==> config.mk <==
export PLATFORM = sky130hd
export DESIGN_NAME = cspbs_boot_ctrl
export DESIGN_NICKNAME = d
export VERILOG_FILES = /design/src/cspbs_pkg.sv /design/src/cspbs_div_if.sv /design/src/cspbs_boot_ctrl.sv /design/src/cspbs_divider.sv
export SDC_FILE = /design/constraint.sdc
export NUM_CORES = 1
export LEC_CHECK = 0
export ABC_AREA = 1
export BUFFER_PORTS_ARGS = -buffer_cell sky130_fd_sc_hd__clkbuf_2
export CORE_MARGIN = 2
export CORE_UTILIZATION = 50
export CTS_CLUSTER_SIZE = 28
export DETAILED_ROUTE_END_ITERATION = 8
export GPL_TIMING_DRIVEN = 1
export MAX_ROUTING_LAYER = met4
export PLACE_DENSITY = 0.68
export SLEW_MARGIN = 30
export SYNTH_ARGS = -nofsm -noshare
export SYNTH_HDL_FRONTEND = slang
export SYNTH_SLANG_ARGS = --single-unit
==> constraint.sdc <==
create_clock -name i_clk -period 31 [get_ports i_clk]
set_input_delay 1.55 -clock i_clk [delete_from_list [all_inputs] [get_ports i_clk]]
set_output_delay 1.55 -clock i_clk [all_outputs]
set_load 0.1 [all_outputs]
==> src/cspbs_pkg.sv <==
// Purpose: Shared constants and types for the clock select and boot strap block
// Assumes: 100 MHz system clock
// Notes: Boot strap code mapping is held here so it can be changed in one place
package cspbs_pkg;

  // ---------------------------------------------------------------
  // Clock and timing
  // ---------------------------------------------------------------
  localparam int CLK_KHZ = 100000;
  localparam int CLK_PERIOD_NS = 10;
  localparam int INT_OSC_KHZ = 20000;
  localparam int REF_CLK_KHZ = 100000;
  localparam int SPI_SCLK_KHZ = 2500;
  localparam int SPI_HALF_CYC = CLK_KHZ / (2 * SPI_SCLK_KHZ);
  localparam int LINK_EN_NS = 200;
  localparam int LINK_EN_CYC = LINK_EN_NS / CLK_PERIOD_NS;
  localparam int RESET_DELAY_CLKS = 750000;
  localparam int STRAP_EDGE = 3;

  // ---------------------------------------------------------------
  // Synchroniser bit positions
  // ---------------------------------------------------------------
  localparam int PIN_W = 9;
  localparam int IDX_OSC = 0;
  localparam int IDX_RATIO_LO = 1;
  localparam int IDX_RATIO_HI = 2;
  localparam int IDX_BOOT = 3;
  localparam int IDX_LINK_A = 6;
  localparam int IDX_LINK_B = 7;
  localparam int IDX_MISO = 8;
  localparam int SEC_BOOT_BIT = 5;

  // ---------------------------------------------------------------
  // Register map and fields
  // ---------------------------------------------------------------
  localparam logic [7:0] ADDR_PLL_CFG = 8'h00;
  localparam logic [7:0] ADDR_STATUS = 8'h04;
  localparam logic [7:0] ADDR_CORE_KHZ = 8'h08;
  localparam logic [7:0] ADDR_REF_DIV = 8'h0C;
  localparam int F_LSB = 0;
  localparam int R_LSB = 12;
  localparam int OD_LSB = 20;

  // ---------------------------------------------------------------
  // Boot source strap codes
  // ---------------------------------------------------------------
  localparam logic [2:0] BOOT_CODE_SPI = 3'h3;
  localparam logic [2:0] BOOT_CODE_LINK = 3'h5;
  localparam logic [7:0] SPI_READ_CMD = 8'h03;

  typedef enum logic [1:0] {boot_none, boot_spi, boot_link, boot_otp} cspbs_boot_e;

  typedef struct packed {
    logic [2:0] od;
    logic [11:0] f;
    logic [5:0] r;
  } cspbs_pll_s;

  // Default PLL settings per ratio strap code {hi,lo}
  function automatic cspbs_pll_s pll_default(input logic [1:0] code);
    cspbs_pll_s p;
    p.r = 6'h00;
    unique case (code)
      2'b00: begin p.od = 3'h1; p.f = 12'd122; end
      2'b11: begin p.od = 3'h2; p.f = 12'd119; end
      2'b10: begin p.od = 3'h2; p.f = 12'd49; end
      2'b01: begin p.od = 3'h2; p.f = 12'd23; end
    endcase
    return p;
  endfunction

endpackage
==> src/cspbs_div_if.sv <==
// Purpose: Carrier between the boot controller and its divider
// Assumes: Single clock domain
// Notes: Start is a one-cycle pulse, done a one-cycle pulse
`timescale 1ns/100ps
`default_nettype none
interface cspbs_div_if;
  logic start;
  logic [31:0] num;
  logic [31:0] den;
  logic busy;
  logic done;
  logic [31:0] quo;
  modport req (output start, output num, output den, input busy, input done, input quo);
  modport srv (input start, input num, input den, output busy, output done, output quo);
endinterface
`default_nettype wire

==> src/cspbs_boot_ctrl.sv <==
// Purpose: Clock source select, PLL set-up and reset-to-boot strap sequencing
// Assumes: Straps and link inputs are asynchronous board pins
// Notes: Clock figures are reported in kHz for software
`timescale 1ns/100ps
`default_nettype none

module cspbs_boot_ctrl
  import cspbs_pkg::*;
#(
  parameter int GPIO_W = 16,
  parameter int EXT_OSC_KHZ = 24000,
  parameter int RESET_DELAY = RESET_DELAY_CLKS
) (
  input wire logic i_clk,
  input wire logic i_rst,
  input wire logic i_osc_ext_n,
  input wire logic i_pll_ratio_strap_lo,
  input wire logic i_pll_ratio_strap_hi,
  input wire logic [2:0] i_boot_src_strap,
  input wire logic [7:0] i_security_reg,
  input wire logic i_boot_link_in_a,
  input wire logic i_boot_link_in_b,
  input wire logic i_spi_miso,
  input wire logic [7:0] i_reg_addr,
  input wire logic [31:0] i_reg_wdata,
  input wire logic i_reg_wr,
  input wire logic i_reg_rd,
  output logic [31:0] o_reg_rdata,
  output logic o_osc_sel_ext,
  output logic o_analog_clk_sel_ext,
  output logic o_pll_clk_en,
  output logic [2:0] o_output_divider,
  output logic [11:0] o_pll_mult,
  output logic [5:0] o_ref_divider,
  output logic [15:0] o_ref_clk_div,
  output logic [GPIO_W-1:0] o_gpio_oe_n,
  output logic o_gpio_pull_en,
  output logic o_boot_start,
  output logic [1:0] o_boot_src,
  output logic o_bootrom_bypass,
  output logic [12:0] o_otp_start_addr,
  output logic o_spi_sclk,
  output logic o_spi_cs_n,
  output logic o_spi_mosi,
  output logic o_spi_oe_n,
  output logic [7:0] o_boot_byte,
  output logic o_boot_byte_valid,
  output logic o_link_pd_en,
  output logic o_boot_link_out_a,
  output logic o_boot_link_out_b,
  output logic o_boot_link_oe_n,
  output logic o_link_traffic
);

  // ---------------------------------------------------------------
  // State
  // ---------------------------------------------------------------
  typedef enum logic [2:0] {
    st_strap, st_hold, st_pick, st_spi, st_link_wait, st_link, st_otp, st_none
  } cspbs_state_e;

  typedef struct packed {
    logic [PIN_W-1:0] s1;
    logic [PIN_W-1:0] s2;
    logic [PIN_W-1:0] s3;
    logic [PIN_W-1:0] filt;
    logic [2:0] edges;
    logic osc_ext;
    logic [1:0] ratio;
    logic [2:0] boot_code;
    cspbs_pll_s pll;
    logic [31:0] hold_cnt;
    cspbs_state_e st;
    cspbs_boot_e src;
    logic pend;
    logic calc_wait;
    logic calc_go;
    logic calc_ph;
    logic [31:0] core_khz;
    logic [15:0] ref_div;
    logic pull_en;
    logic boot_start;
    logic [4:0] link_cnt;
    logic link_en;
    logic traffic;
    logic [5:0] half_cnt;
    logic sclk;
    logic [5:0] bits;
    logic [31:0] tx;
    logic [7:0] rx;
    logic [2:0] rx_n;
    logic [7:0] rx_byte;
    logic rx_vld;
    logic [31:0] rdata;
  } cspbs_ctrl_s;

  cspbs_ctrl_s q;
  cspbs_ctrl_s next_q;
  cspbs_div_if dif ();

  logic [PIN_W-1:0] pins;
  logic [PIN_W-1:0] agree;
  logic [31:0] osc_khz;
  logic [31:0] status_word;

  // ---------------------------------------------------------------
  // Divider for clock figures
  // ---------------------------------------------------------------
  cspbs_divider u_div (
    .i_clk(i_clk),
    .i_rst(i_rst),
    .div(dif.srv)
  );

  assign pins = {i_spi_miso, i_boot_link_in_b, i_boot_link_in_a, i_boot_src_strap,
                 i_pll_ratio_strap_hi, i_pll_ratio_strap_lo, i_osc_ext_n};
  assign agree = ~(q.s2 ^ q.s3);
  assign osc_khz = q.osc_ext ? 32'(EXT_OSC_KHZ) : 32'(INT_OSC_KHZ);
  assign status_word = {20'h0, q.osc_ext, q.ratio, q.boot_code, q.src,
                        q.pull_en, q.link_en, q.calc_wait | q.pend, q.st != st_strap};

  // Core clock: osc * (F+1) / (2 * (R+1) * (OD+1)); reference: core / 100 MHz
  assign dif.start = q.calc_go;
  assign dif.num = q.calc_ph ? q.core_khz
                             : 32'(osc_khz * ({20'h0, q.pll.f} + 32'h1));
  assign dif.den = q.calc_ph ? 32'(REF_CLK_KHZ)
                             : 32'(2 * ({26'h0, q.pll.r} + 32'h1) * ({29'h0, q.pll.od} + 32'h1));

  // ---------------------------------------------------------------
  // Next state
  // ---------------------------------------------------------------
  always_comb begin
    next_q = q;
    next_q.calc_go = 1'b0;
    next_q.rx_vld = 1'b0;
    next_q.boot_start = 1'b0;
    next_q.rdata = 32'h0;

    // Pin synchronisers, value taken once stages two and three agree
    next_q.s1 = pins;
    next_q.s2 = q.s1;
    next_q.s3 = q.s2;
    next_q.filt = (agree & q.s3) | (~agree & q.filt);

    // Sequencing
    unique case (q.st)
      st_strap: begin
        next_q.edges = q.edges + 3'h1;
        if (q.edges == 3'(STRAP_EDGE - 1)) begin
          next_q.osc_ext = ~q.s2[IDX_OSC];
          next_q.ratio = {q.s2[IDX_RATIO_HI], q.s2[IDX_RATIO_LO]};
          next_q.boot_code = q.s2[IDX_BOOT +: 3];
          next_q.pll = pll_default({q.s2[IDX_RATIO_HI], q.s2[IDX_RATIO_LO]});
          next_q.pend = 1'b1;
          next_q.st = st_hold;
        end
      end
      st_hold: begin
        next_q.hold_cnt = q.hold_cnt + 32'h1;
        if (q.hold_cnt == 32'(RESET_DELAY - STRAP_EDGE - 1)) begin
          next_q.pull_en = 1'b1;
          next_q.boot_start = 1'b1;
          next_q.st = st_pick;
        end
      end
      st_pick: begin
        if (i_security_reg[SEC_BOOT_BIT]) begin
          next_q.src = boot_otp;
          next_q.st = st_otp;
        end else if (q.boot_code == BOOT_CODE_SPI) begin
          next_q.src = boot_spi;
          next_q.tx = {SPI_READ_CMD, 24'h0};
          next_q.st = st_spi;
        end else if (q.boot_code == BOOT_CODE_LINK) begin
          next_q.src = boot_link;
          next_q.link_cnt = 5'h1;
          next_q.st = st_link_wait;
        end else begin
          next_q.src = boot_none;
          next_q.st = st_none;
        end
      end
      st_spi: begin
        next_q.half_cnt = q.half_cnt + 6'h01;
        if (q.half_cnt == 6'(SPI_HALF_CYC - 1)) begin
          next_q.half_cnt = 6'h00;
          next_q.sclk = ~q.sclk;
          if (!q.sclk) begin
            if (q.bits != 6'd32) begin
              next_q.bits = q.bits + 6'h01;
            end else begin
              next_q.rx = {q.rx[6:0], q.filt[IDX_MISO]};
              next_q.rx_n = q.rx_n + 3'h1;
              if (q.rx_n == 3'h7) begin
                next_q.rx_byte = {q.rx[6:0], q.filt[IDX_MISO]};
                next_q.rx_vld = 1'b1;
              end
            end
          end else begin
            next_q.tx = {q.tx[30:0], 1'b0};
          end
        end
      end
      st_link_wait: begin
        next_q.link_cnt = q.link_cnt + 5'h01;
        if (q.link_cnt == 5'(LINK_EN_CYC - 1)) begin
          next_q.link_en = 1'b1;
          next_q.st = st_link;
        end
      end
      st_link: begin
        next_q.traffic = q.filt[IDX_LINK_A] | q.filt[IDX_LINK_B];
      end
      st_otp: begin
        next_q.st = st_otp;
      end
      st_none: begin
        next_q.st = st_none;
      end
    endcase

    // Clock figure calculation
    if (q.pend && !dif.busy && !q.calc_wait) begin
      next_q.pend = 1'b0;
      next_q.calc_go = 1'b1;
      next_q.calc_wait = 1'b1;
      next_q.calc_ph = 1'b0;
    end
    if (q.calc_wait && dif.done) begin
      if (!q.calc_ph) begin
        next_q.core_khz = dif.quo;
        next_q.calc_ph = 1'b1;
        next_q.calc_go = 1'b1;
      end else begin
        next_q.ref_div = (dif.quo[15:0] == 16'h0) ? 16'h1 : dif.quo[15:0];
        next_q.calc_wait = 1'b0;
        next_q.calc_ph = 1'b0;
      end
    end

    // Register writes
    if (i_reg_wr && i_reg_addr == ADDR_PLL_CFG) begin
      next_q.pll.f = i_reg_wdata[F_LSB +: 12];
      next_q.pll.r = i_reg_wdata[R_LSB +: 6];
      next_q.pll.od = i_reg_wdata[OD_LSB +: 3];
      next_q.pend = 1'b1;
    end

    // Register reads, data in the following cycle only
    if (i_reg_rd) begin
      unique case (i_reg_addr)
        ADDR_PLL_CFG: next_q.rdata = {9'h0, q.pll.od, 2'h0, q.pll.r, q.pll.f};
        ADDR_STATUS: next_q.rdata = status_word;
        ADDR_CORE_KHZ: next_q.rdata = q.core_khz;
        ADDR_REF_DIV: next_q.rdata = {16'h0, q.ref_div};
        default: next_q.rdata = 32'h0;
      endcase
    end
  end

  // ---------------------------------------------------------------
  // State register
  // ---------------------------------------------------------------
  always_ff @(posedge i_clk or posedge i_rst) begin
    if (i_rst) begin
      q <= '0;
    end else begin
      q <= next_q;
    end
  end

  // ---------------------------------------------------------------
  // Outputs
  // ---------------------------------------------------------------
  assign o_reg_rdata = q.rdata;
  assign o_osc_sel_ext = q.osc_ext;
  assign o_analog_clk_sel_ext = q.osc_ext;
  assign o_pll_clk_en = q.st != st_strap;
  assign o_output_divider = q.pll.od;
  assign o_pll_mult = q.pll.f;
  assign o_ref_divider = q.pll.r;
  assign o_ref_clk_div = q.ref_div;
  assign o_gpio_oe_n = '1;
  assign o_gpio_pull_en = q.pull_en;
  assign o_boot_start = q.boot_start;
  assign o_boot_src = q.src;
  assign o_bootrom_bypass = q.src == boot_otp;
  assign o_otp_start_addr = 13'h0000;
  assign o_spi_sclk = q.sclk;
  assign o_spi_cs_n = q.st != st_spi;
  assign o_spi_mosi = q.tx[31];
  assign o_spi_oe_n = q.st != st_spi;
  assign o_boot_byte = q.rx_byte;
  assign o_boot_byte_valid = q.rx_vld;
  assign o_link_pd_en = ~q.link_en;
  assign o_boot_link_out_a = 1'b0;
  assign o_boot_link_out_b = 1'b0;
  assign o_boot_link_oe_n = ~q.link_en;
  assign o_link_traffic = q.traffic;

endmodule // cspbs_boot_ctrl
`default_nettype wire

==> src/cspbs_divider.sv <==
// Purpose: Sequential unsigned divider, one quotient bit per cycle
// Assumes: Denominator nonzero
// Notes: Starts ignored while busy
`timescale 1ns/100ps
`default_nettype none
module cspbs_divider
  import cspbs_pkg::*;
(
  input wire logic i_clk,
  input wire logic i_rst,
  cspbs_div_if.srv div
);

  typedef struct packed {
    logic busy;
    logic done;
    logic [5:0] cnt;
    logic [32:0] rem;
    logic [31:0] num;
    logic [31:0] den;
    logic [31:0] quo;
  } cspbs_div_s;

  cspbs_div_s q;
  cspbs_div_s next_q;
  logic [32:0] trial;

  // ---------------------------------------------------------------
  // Restoring division
  // ---------------------------------------------------------------
  always_comb begin
    next_q = q;
    next_q.done = 1'b0;
    trial = {q.rem[31:0], q.num[31]};
    if (!q.busy) begin
      if (div.start) begin
        next_q.busy = 1'b1;
        next_q.cnt = 6'h00;
        next_q.rem = 33'h0;
        next_q.num = div.num;
        next_q.den = div.den;
      end
    end else begin
      next_q.num = {q.num[30:0], 1'b0};
      if (trial >= {1'b0, q.den}) begin
        next_q.rem = trial - {1'b0, q.den};
        next_q.quo = {q.quo[30:0], 1'b1};
      end else begin
        next_q.rem = trial;
        next_q.quo = {q.quo[30:0], 1'b0};
      end
      next_q.cnt = q.cnt + 6'h01;
      if (q.cnt == 6'h1F) begin
        next_q.busy = 1'b0;
        next_q.done = 1'b1;
      end
    end
  end

  always_ff @(posedge i_clk or posedge i_rst) begin
    if (i_rst) begin
      q <= '0;
    end else begin
      q <= next_q;
    end
  end

  assign div.busy = q.busy;
  assign div.done = q.done;
  assign div.quo = q.quo;

endmodule // cspbs_divider
`default_nettype wire

=== After elaboration in Yosys (flattened, before gate mapping) ===
Index checks and enable logic that the tools add are counted.

* $add $sub $neg: 11
* Multipliers: 2
* Div/mod/pow operators: 0
* Magnitude comparators: 1
* Eq/ne operators: 33
* Shift-type cells: 0
* Mux-type cells: 52
* Bitwise logic cells: 14
* Reduce and logical (&&, ||, !) cells: 35

{| class="wikitable"
|+ Operator list
! kind !! number
|-
| $mux 32 || 6
|-
| $pmux 32 s4 || 1
|-
| $mux 103 || 1
|-
| $mux 71 || 1
|-
| $mux 65 || 1
|-
| $pmux 32 s2 || 1
|-
| $mux 21 || 3
|-
| $pmux 15 s4 || 1
|-
| $mux 51 || 1
|-
| $mux 20 || 2
|-
| $ge 33x32->1 || 1
|-
| $mux 33 || 1
|-
| $sub 33x32->33 || 1
|-
| $add 32x1->32 const B || 1
|-
| $eq 32x20->1 const B || 1
|-
| $mux 16 || 2
|-
| $mul 15x13->28 || 1
|-
| $mux 5 || 5
|-
| $add 6x1->6 const B || 3
|-
| $and 9x9->9 || 2
|-
| $eq 3x3->1 const B || 6
|-
| $ne 2x2->1 const B || 9
|-
| $not 9->9 || 2
|-
| $pmux 3 s6 || 1
|-
| other kinds (41) || 94
|}

* Register bits: 397
* Latch bits: 0
* Bits in writable memories: 0
* Memory bits (read-only): 0
* Logic and storage cells: 189
* Memories kept: 0

=== Depth between registers and ports, before layout ===
* Depth in word-level cells: 6
* Depth in mapped cells: 33

=== Modules after synthesis ===
From an unflattened synthesis, not the netlist that was laid out.

* Cell total of the unflattened synthesis: 3300
* Area total of the unflattened synthesis: 25298.0 µm²

{| class="wikitable"
|+ By module, submodules not included
! module !! times used !! cells each !! area each (µm²)
|-
| cspbs_boot_ctrl || 1 || 2051 || 16637.2
|-
| cspbs_divider || 1 || 1249 || 8660.8
|}

=== Worst setup path after synthesis ===
Ideal clock, no wire load.

* Kind: register to register
* From: reg q, in the netlist o_pll_mult[0]
* To: reg u_div.q[89] (netlist bit)
* Data arrival time: 5538 ps
* Setup slack: 25335 ps
* Stages on the path, launching flop included: 30
* Path buffers: 0
* Period minus slack after synthesis: 5665 ps
* Path through: dfrtp_1 ha_1 nand2_1 nor2_1 nand2_1 nor2_1 inv_1 nor2_1 inv_1 nor2_1 inv_1 nor2_2 inv_1 nor2_1 fa_1 fa_1 fa_1 fa_1 inv_1 fa_1 inv_1 ha_1 nand2_1 nand2_1 nand3_1 a21boi_0 nor3_1 nand3_1 nand3_1 nand3_1

* Longest elaborated chain between the ends: 5

{| class="wikitable"
|+ Ends and longest elaborated chain
! item !! line !! source
|-
| start, declared || cspbs_boot_ctrl.sv:97 || <nowiki>cspbs_ctrl_s q;</nowiki>
|-
| start signal, assigned || cspbs_boot_ctrl.sv:268 || <nowiki>q <= next_q;</nowiki>
|-
| $add 12x1->13 || cspbs_boot_ctrl.sv:125 || <nowiki>: 32'(osc_khz * ({20'h0, q.pll.f} + 32'h1));</nowiki>
|-
| $mul 15x13->28 || cspbs_boot_ctrl.sv:125 ||
|-
| $mux 32 || cspbs_boot_ctrl.sv:124 || <nowiki>assign dif.num = q.calc_ph ? q.core_khz</nowiki>
|-
| $mux 103 || cspbs_divider.sv:36 || <nowiki>if (div.start) begin</nowiki>
|-
| $mux 71 || cspbs_divider.sv:35 || <nowiki>if (!q.busy) begin</nowiki>
|-
| end signal, assigned || cspbs_divider.sv:64 || <nowiki>q <= next_q;</nowiki>
|-
| end, declared || cspbs_divider.sv:24 || <nowiki>cspbs_div_s q;</nowiki>
|}

Every way passes these cells. The select of a mux whose other input is x is not followed.
A chain may end at the register's enable or synchronous reset.

=== Worst setup path after layout ===
* From: reg q, in the netlist o_pll_mult[0]
* To: reg u_div.q[91] (netlist bit)

Same word-level chain as after synthesis.

==> results.txt <==
----------------------------------------------------
[Status]
  Status ... finished clean

[Setup path]
  Worst r2r dst ... u_div.q[91]
  CP Launch Type ... register
  Setup CP Type ... reg -> reg
  Source of the critical timing path ... o_pll_mult[0]
  Worst Path Buf+Inv ... 6
  Arr. time, crit path ... slightly above 7 ns
  Maximum net fanout on the critical path ... 7
  Largest delay contributor family on the critical path ... adder cells
  Flop-to-flop setup slack ... between 20 and 25 ns
  CP max-delay cell ... dfrtp_1
  Startpoint of the most critical register-to-register path ... o_pll_mult[0]
  Kind of end point of the critical path ... register
  Max incr delay on CP ... about 0.56 ns
  Crit path required time ... about 31 ns
  Number of cells on the worst reg-to-reg path ... 30

[Route]
  First-pass iteration count of the detailed router ... 6
  Detailed-route DRC error count ... 0
  Violation count after the first detailed-route iteration ... between 1k and 1.5k
  Count of vias placed by the detailed router ... approximately 18k
  Post-detailed-route count of antenna-violating nets ... 0
  Mean routed wirelength per cell ... around 16 µm
  Via density ... around 5
  Total detailed-routing wirelength ... 54300 µm

[Cells and area]
  Share of final-layout standard cells stronger than drive strength 1 ... 0.100
  Area grow syn2layout ... 8.09%
  Antenna cell count ... 0
  Number of nets at the end of the flow ... between 3k and 4k
  Filler cell count ... between 4k and 5k

[Pwr]
  Power per unit of standard cell area ... ~100 nW/µm²
  Static Leak ... about 13 nW
  IR drop worst, VDD ... around 0.093 mV

[Clocking]
  Maximum clock path buffer count ... 3
  Clock sink count ... around 360
  Post-cts hold buffer count ... 0
  Gates resized, CTS repair ... 0
  Number of buffers added by the clock tree synthesis step ... 40
  Maximum level of the CTS H-tree ... 2
  Worst-path clk slew ... approximately 0.060 ns
  Setup repair bufs after CTS ... 0
  Root cell of the clock tree ... clkbuf_16
  Worst-Skew Late Latency ... about 0.56 ns
  Clock tree from TritonCTS ... built

[Worst hold path]
  Worst min-delay path startpoint ... next_q[247]
  Endpoint of the worst hold-timing path ... next_q[238]
  WHS Path Cells ... 0
  Worst Hold Class ... reg -> reg

[Flow run]
  MaxCap Viol Count ... 0

[Floorplan]
  DIE HEIGHT ... 217 µm
  Width of the die ... ~220 µm
  Initial core utilization ... 0.504
  Die Outline Area ... approximately 47000 µm²
  Core Footprint ... around 45000 µm²
  I/O pins ... between 150 and 200
  Site row count ... 78

[Global routing]
  Pin count of the biggest net entering global routing ... 180
  Aggregate global-route resource usage ... 0.245
  Number of global-route vias before repair ... between 15k and 20k
  Initial antenna violation count ... 0
  Global route overflow ... 0
  Wire length of the first global-routing pass ... about 90000 µm

[Synth]
  Synthesized instance count ... 2778
  Post-synthesis async set-or-reset flop share ... 1.00
  Main synth FF type ... dfrtp_1
  EDFF count, synth ... 0
  Unique masters post-synth ... 60
  Post-synthesis cell area ... 22700 µm²
  Post-synthesis sequential area ratio ... 0.400
  Mean instance size in the synthesized netlist ... 8.18 µm²
  Count of warnings emitted by yosys ... 0
  Number of register bits inferred by synthesis ... roughly 360

[STA]
  Highest attainable clock frequency ... 148 MHz
  Setup repair after global routing missed its margin ... no
  Final setup violating endpoints ... 0
  Final TNS setup ... 0 ns
  Headroom to the max-slew limit ... 0.396
  Number of max-slew violations in the final report ... 0
  Tmin final ... 6.74 ns
  Setup clock skew after layout ... ~0.022 ns
  Worst Max-Slew Pin Slew ... ~0.90 ns
  Final worst-path cycle share ... 0.218
  Final Hold Slack ... ~0.34 ns
  Hold violation count in the final report ... 0

[Placed design]
  Number of port buffers ... 135
  Sum of net half-perimeters after detailed placement ... 40900 µm
  Gpl congestion ... between 0.9 and 1

----------------------------------------------------
layout by cell type, fill, tap and decap left out, drive strengths merged, types with 3 or more instances in the layout:
cell type | synthesis | layout
nand2 | 690 | 690
inv | 472 | 475
dfrtp | 363 | 363
clkbuf | 40 | 194
o21ai | 179 | 179
nor2 | 175 | 175
nand3 | 163 | 163
ha | 124 | 124
fa | 77 | 77
a21oi | 73 | 73
nor3 | 38 | 38
o22ai | 37 | 37
conb | 2 | 36
nand4 | 33 | 33
xor2 | 32 | 32
a22oi | 26 | 26
xnor2 | 24 | 24
o211ai | 15 | 15
nand3b | 14 | 14
clkinv | 6 | 14
or2 | 10 | 10
buf | 140 | 10
o221ai | 9 | 9
nor4 | 9 | 9
o311ai | 3 | 3
maj3 | 3 | 3
o21a | 3 | 3
o21bai | 3 | 3
layer usage:
metal  part of all wire  global-route usage
met4              0.026              0.0742
met1               0.45               0.320
met3              0.058              0.0507
met5                  0                   -
met2               0.46               0.387
worst reg2reg max path, delay by kind of cell, from the launching register on:
kind                       cells  cell delay (ns)
DFF                            1             0.56
adders and majority gates      7             3.23
and+or+nand+nor               17             2.42
buffers and inverters          6             0.41
worst max-delay path by stage:
| stage | to | slack (ns) | cells after the start |
|---|---|---|---|
| 4_1_cts | u_div.q[91] | 24.24 | 30 |
| 2_1_floorplan | dif.start | 19.37 | 1 |
| 3_3_place_gp | u_div.q[91] | 24.29 | 30 |
| 6_report | u_div.q[91] | 24.26 | 30 |
| 3_5_place_dp | u_div.q[91] | 24.23 | 30 |
| 5_1_grt | u_div.q[91] | 23.58 | 30 |
cell type report:
type                       count  area [µm²]  share of cell area
clock inverter                14         138             0.00560
multi-input combinational   1791       10800               0.440
tap                          600         751              0.0306
inverter                     478        1800              0.0734
sequential                   363        9090               0.370
timing repair buffer         145         783              0.0319
clock buffer                  59        1190              0.0486
stage by stage:
| step | util | setup WS [ns] | power [mW] | cells | area (µm²) |
|---|---|---|---|---|---|
| after floorplan | - | 19.37 | 1.66 | 2812 | 22900 |
| after global placement | 0.515 | 24.29 | 1.96 | 3376 | 23200 |
| after detailed placement | 0.515 | 24.23 | 1.97 | 3376 | 23200 |
| after CTS | 0.544 | 24.24 | 2.47 | 3449 | 24500 |
| after global routing | 0.545 | 23.58 | 2.73 | 3450 | 24600 |
| final | 0.545 | 24.26 | 2.45 | 3450 | 24600 |
cell usage after synthesis, drive strengths merged, types with 2 or more instances:
cell / count / share of area
conb: 2 / 0.00033
o22ai: 37 / 0.010
nor2: 175 / 0.034
nor3: 38 / 0.0091
o311ai: 3 / 0.0012
a21oi: 73 / 0.017
dfrtp: 363 / 0.40
ha: 124 / 0.068
a32o: 2 / 0.00088
o21ai: 179 / 0.041
xor2: 32 / 0.012
nand2: 690 / 0.12
o21a: 3 / 0.00099
nor4: 9 / 0.0028
a22oi: 26 / 0.0086
nand4: 33 / 0.0096
clkbuf: 40 / 0.0066
nand3: 163 / 0.038
or2: 10 / 0.0028
clkinv: 6 / 0.0010
o221ai: 9 / 0.0035
o211ai: 15 / 0.0050
and2: 2 / 0.00055
inv: 472 / 0.078
maj3: 3 / 0.0013
o21bai: 3 / 0.00099
fa: 77 / 0.068
xnor2: 24 / 0.0092
buf: 140 / 0.045
nand3b: 14 / 0.0046
nor3b: 2 / 0.00066
registers in the layout, indices dropped and copies added, names as in the netlist, 2 cells and up:
register and count:
o_output_divider 3, o_ref_divider 6, o_ref_clk_div 16, u_div.q 82, next_q 18, o_boot_src 2
u_div.div.quo 32, q 142, o_reg_rdata 32, o_pll_mult 12, o_boot_byte 8
power breakdown:
part / total, mW / leakage (nW) / switching (mW) / internal, mW
Sequential: 0.585 / 4.64 / 0.0556 / 0.529
Clock: 0.480 / 0.660 / 0.196 / 0.284
Combinational: 1.38 / 7.56 / 0.904 / 0.478
Total: 2.45 / 12.9 / 1.16 / 1.29
cell families (layout without fill, tap and decap cells):
kind of cell | count (synthesis) | after routing | synth area share
compound gates | 357 | 357 | 0.0914
simple gates | 1138 | 1138 | 0.219
fa+ha+maj | 204 | 204 | 0.137
other cells | 2 | 36 | 0.000330
flops | 363 | 363 | 0.400
buf+inv | 658 | 696 | 0.131
xor+xnor | 56 | 56 | 0.0216
(Power assumes the default switching activity.)
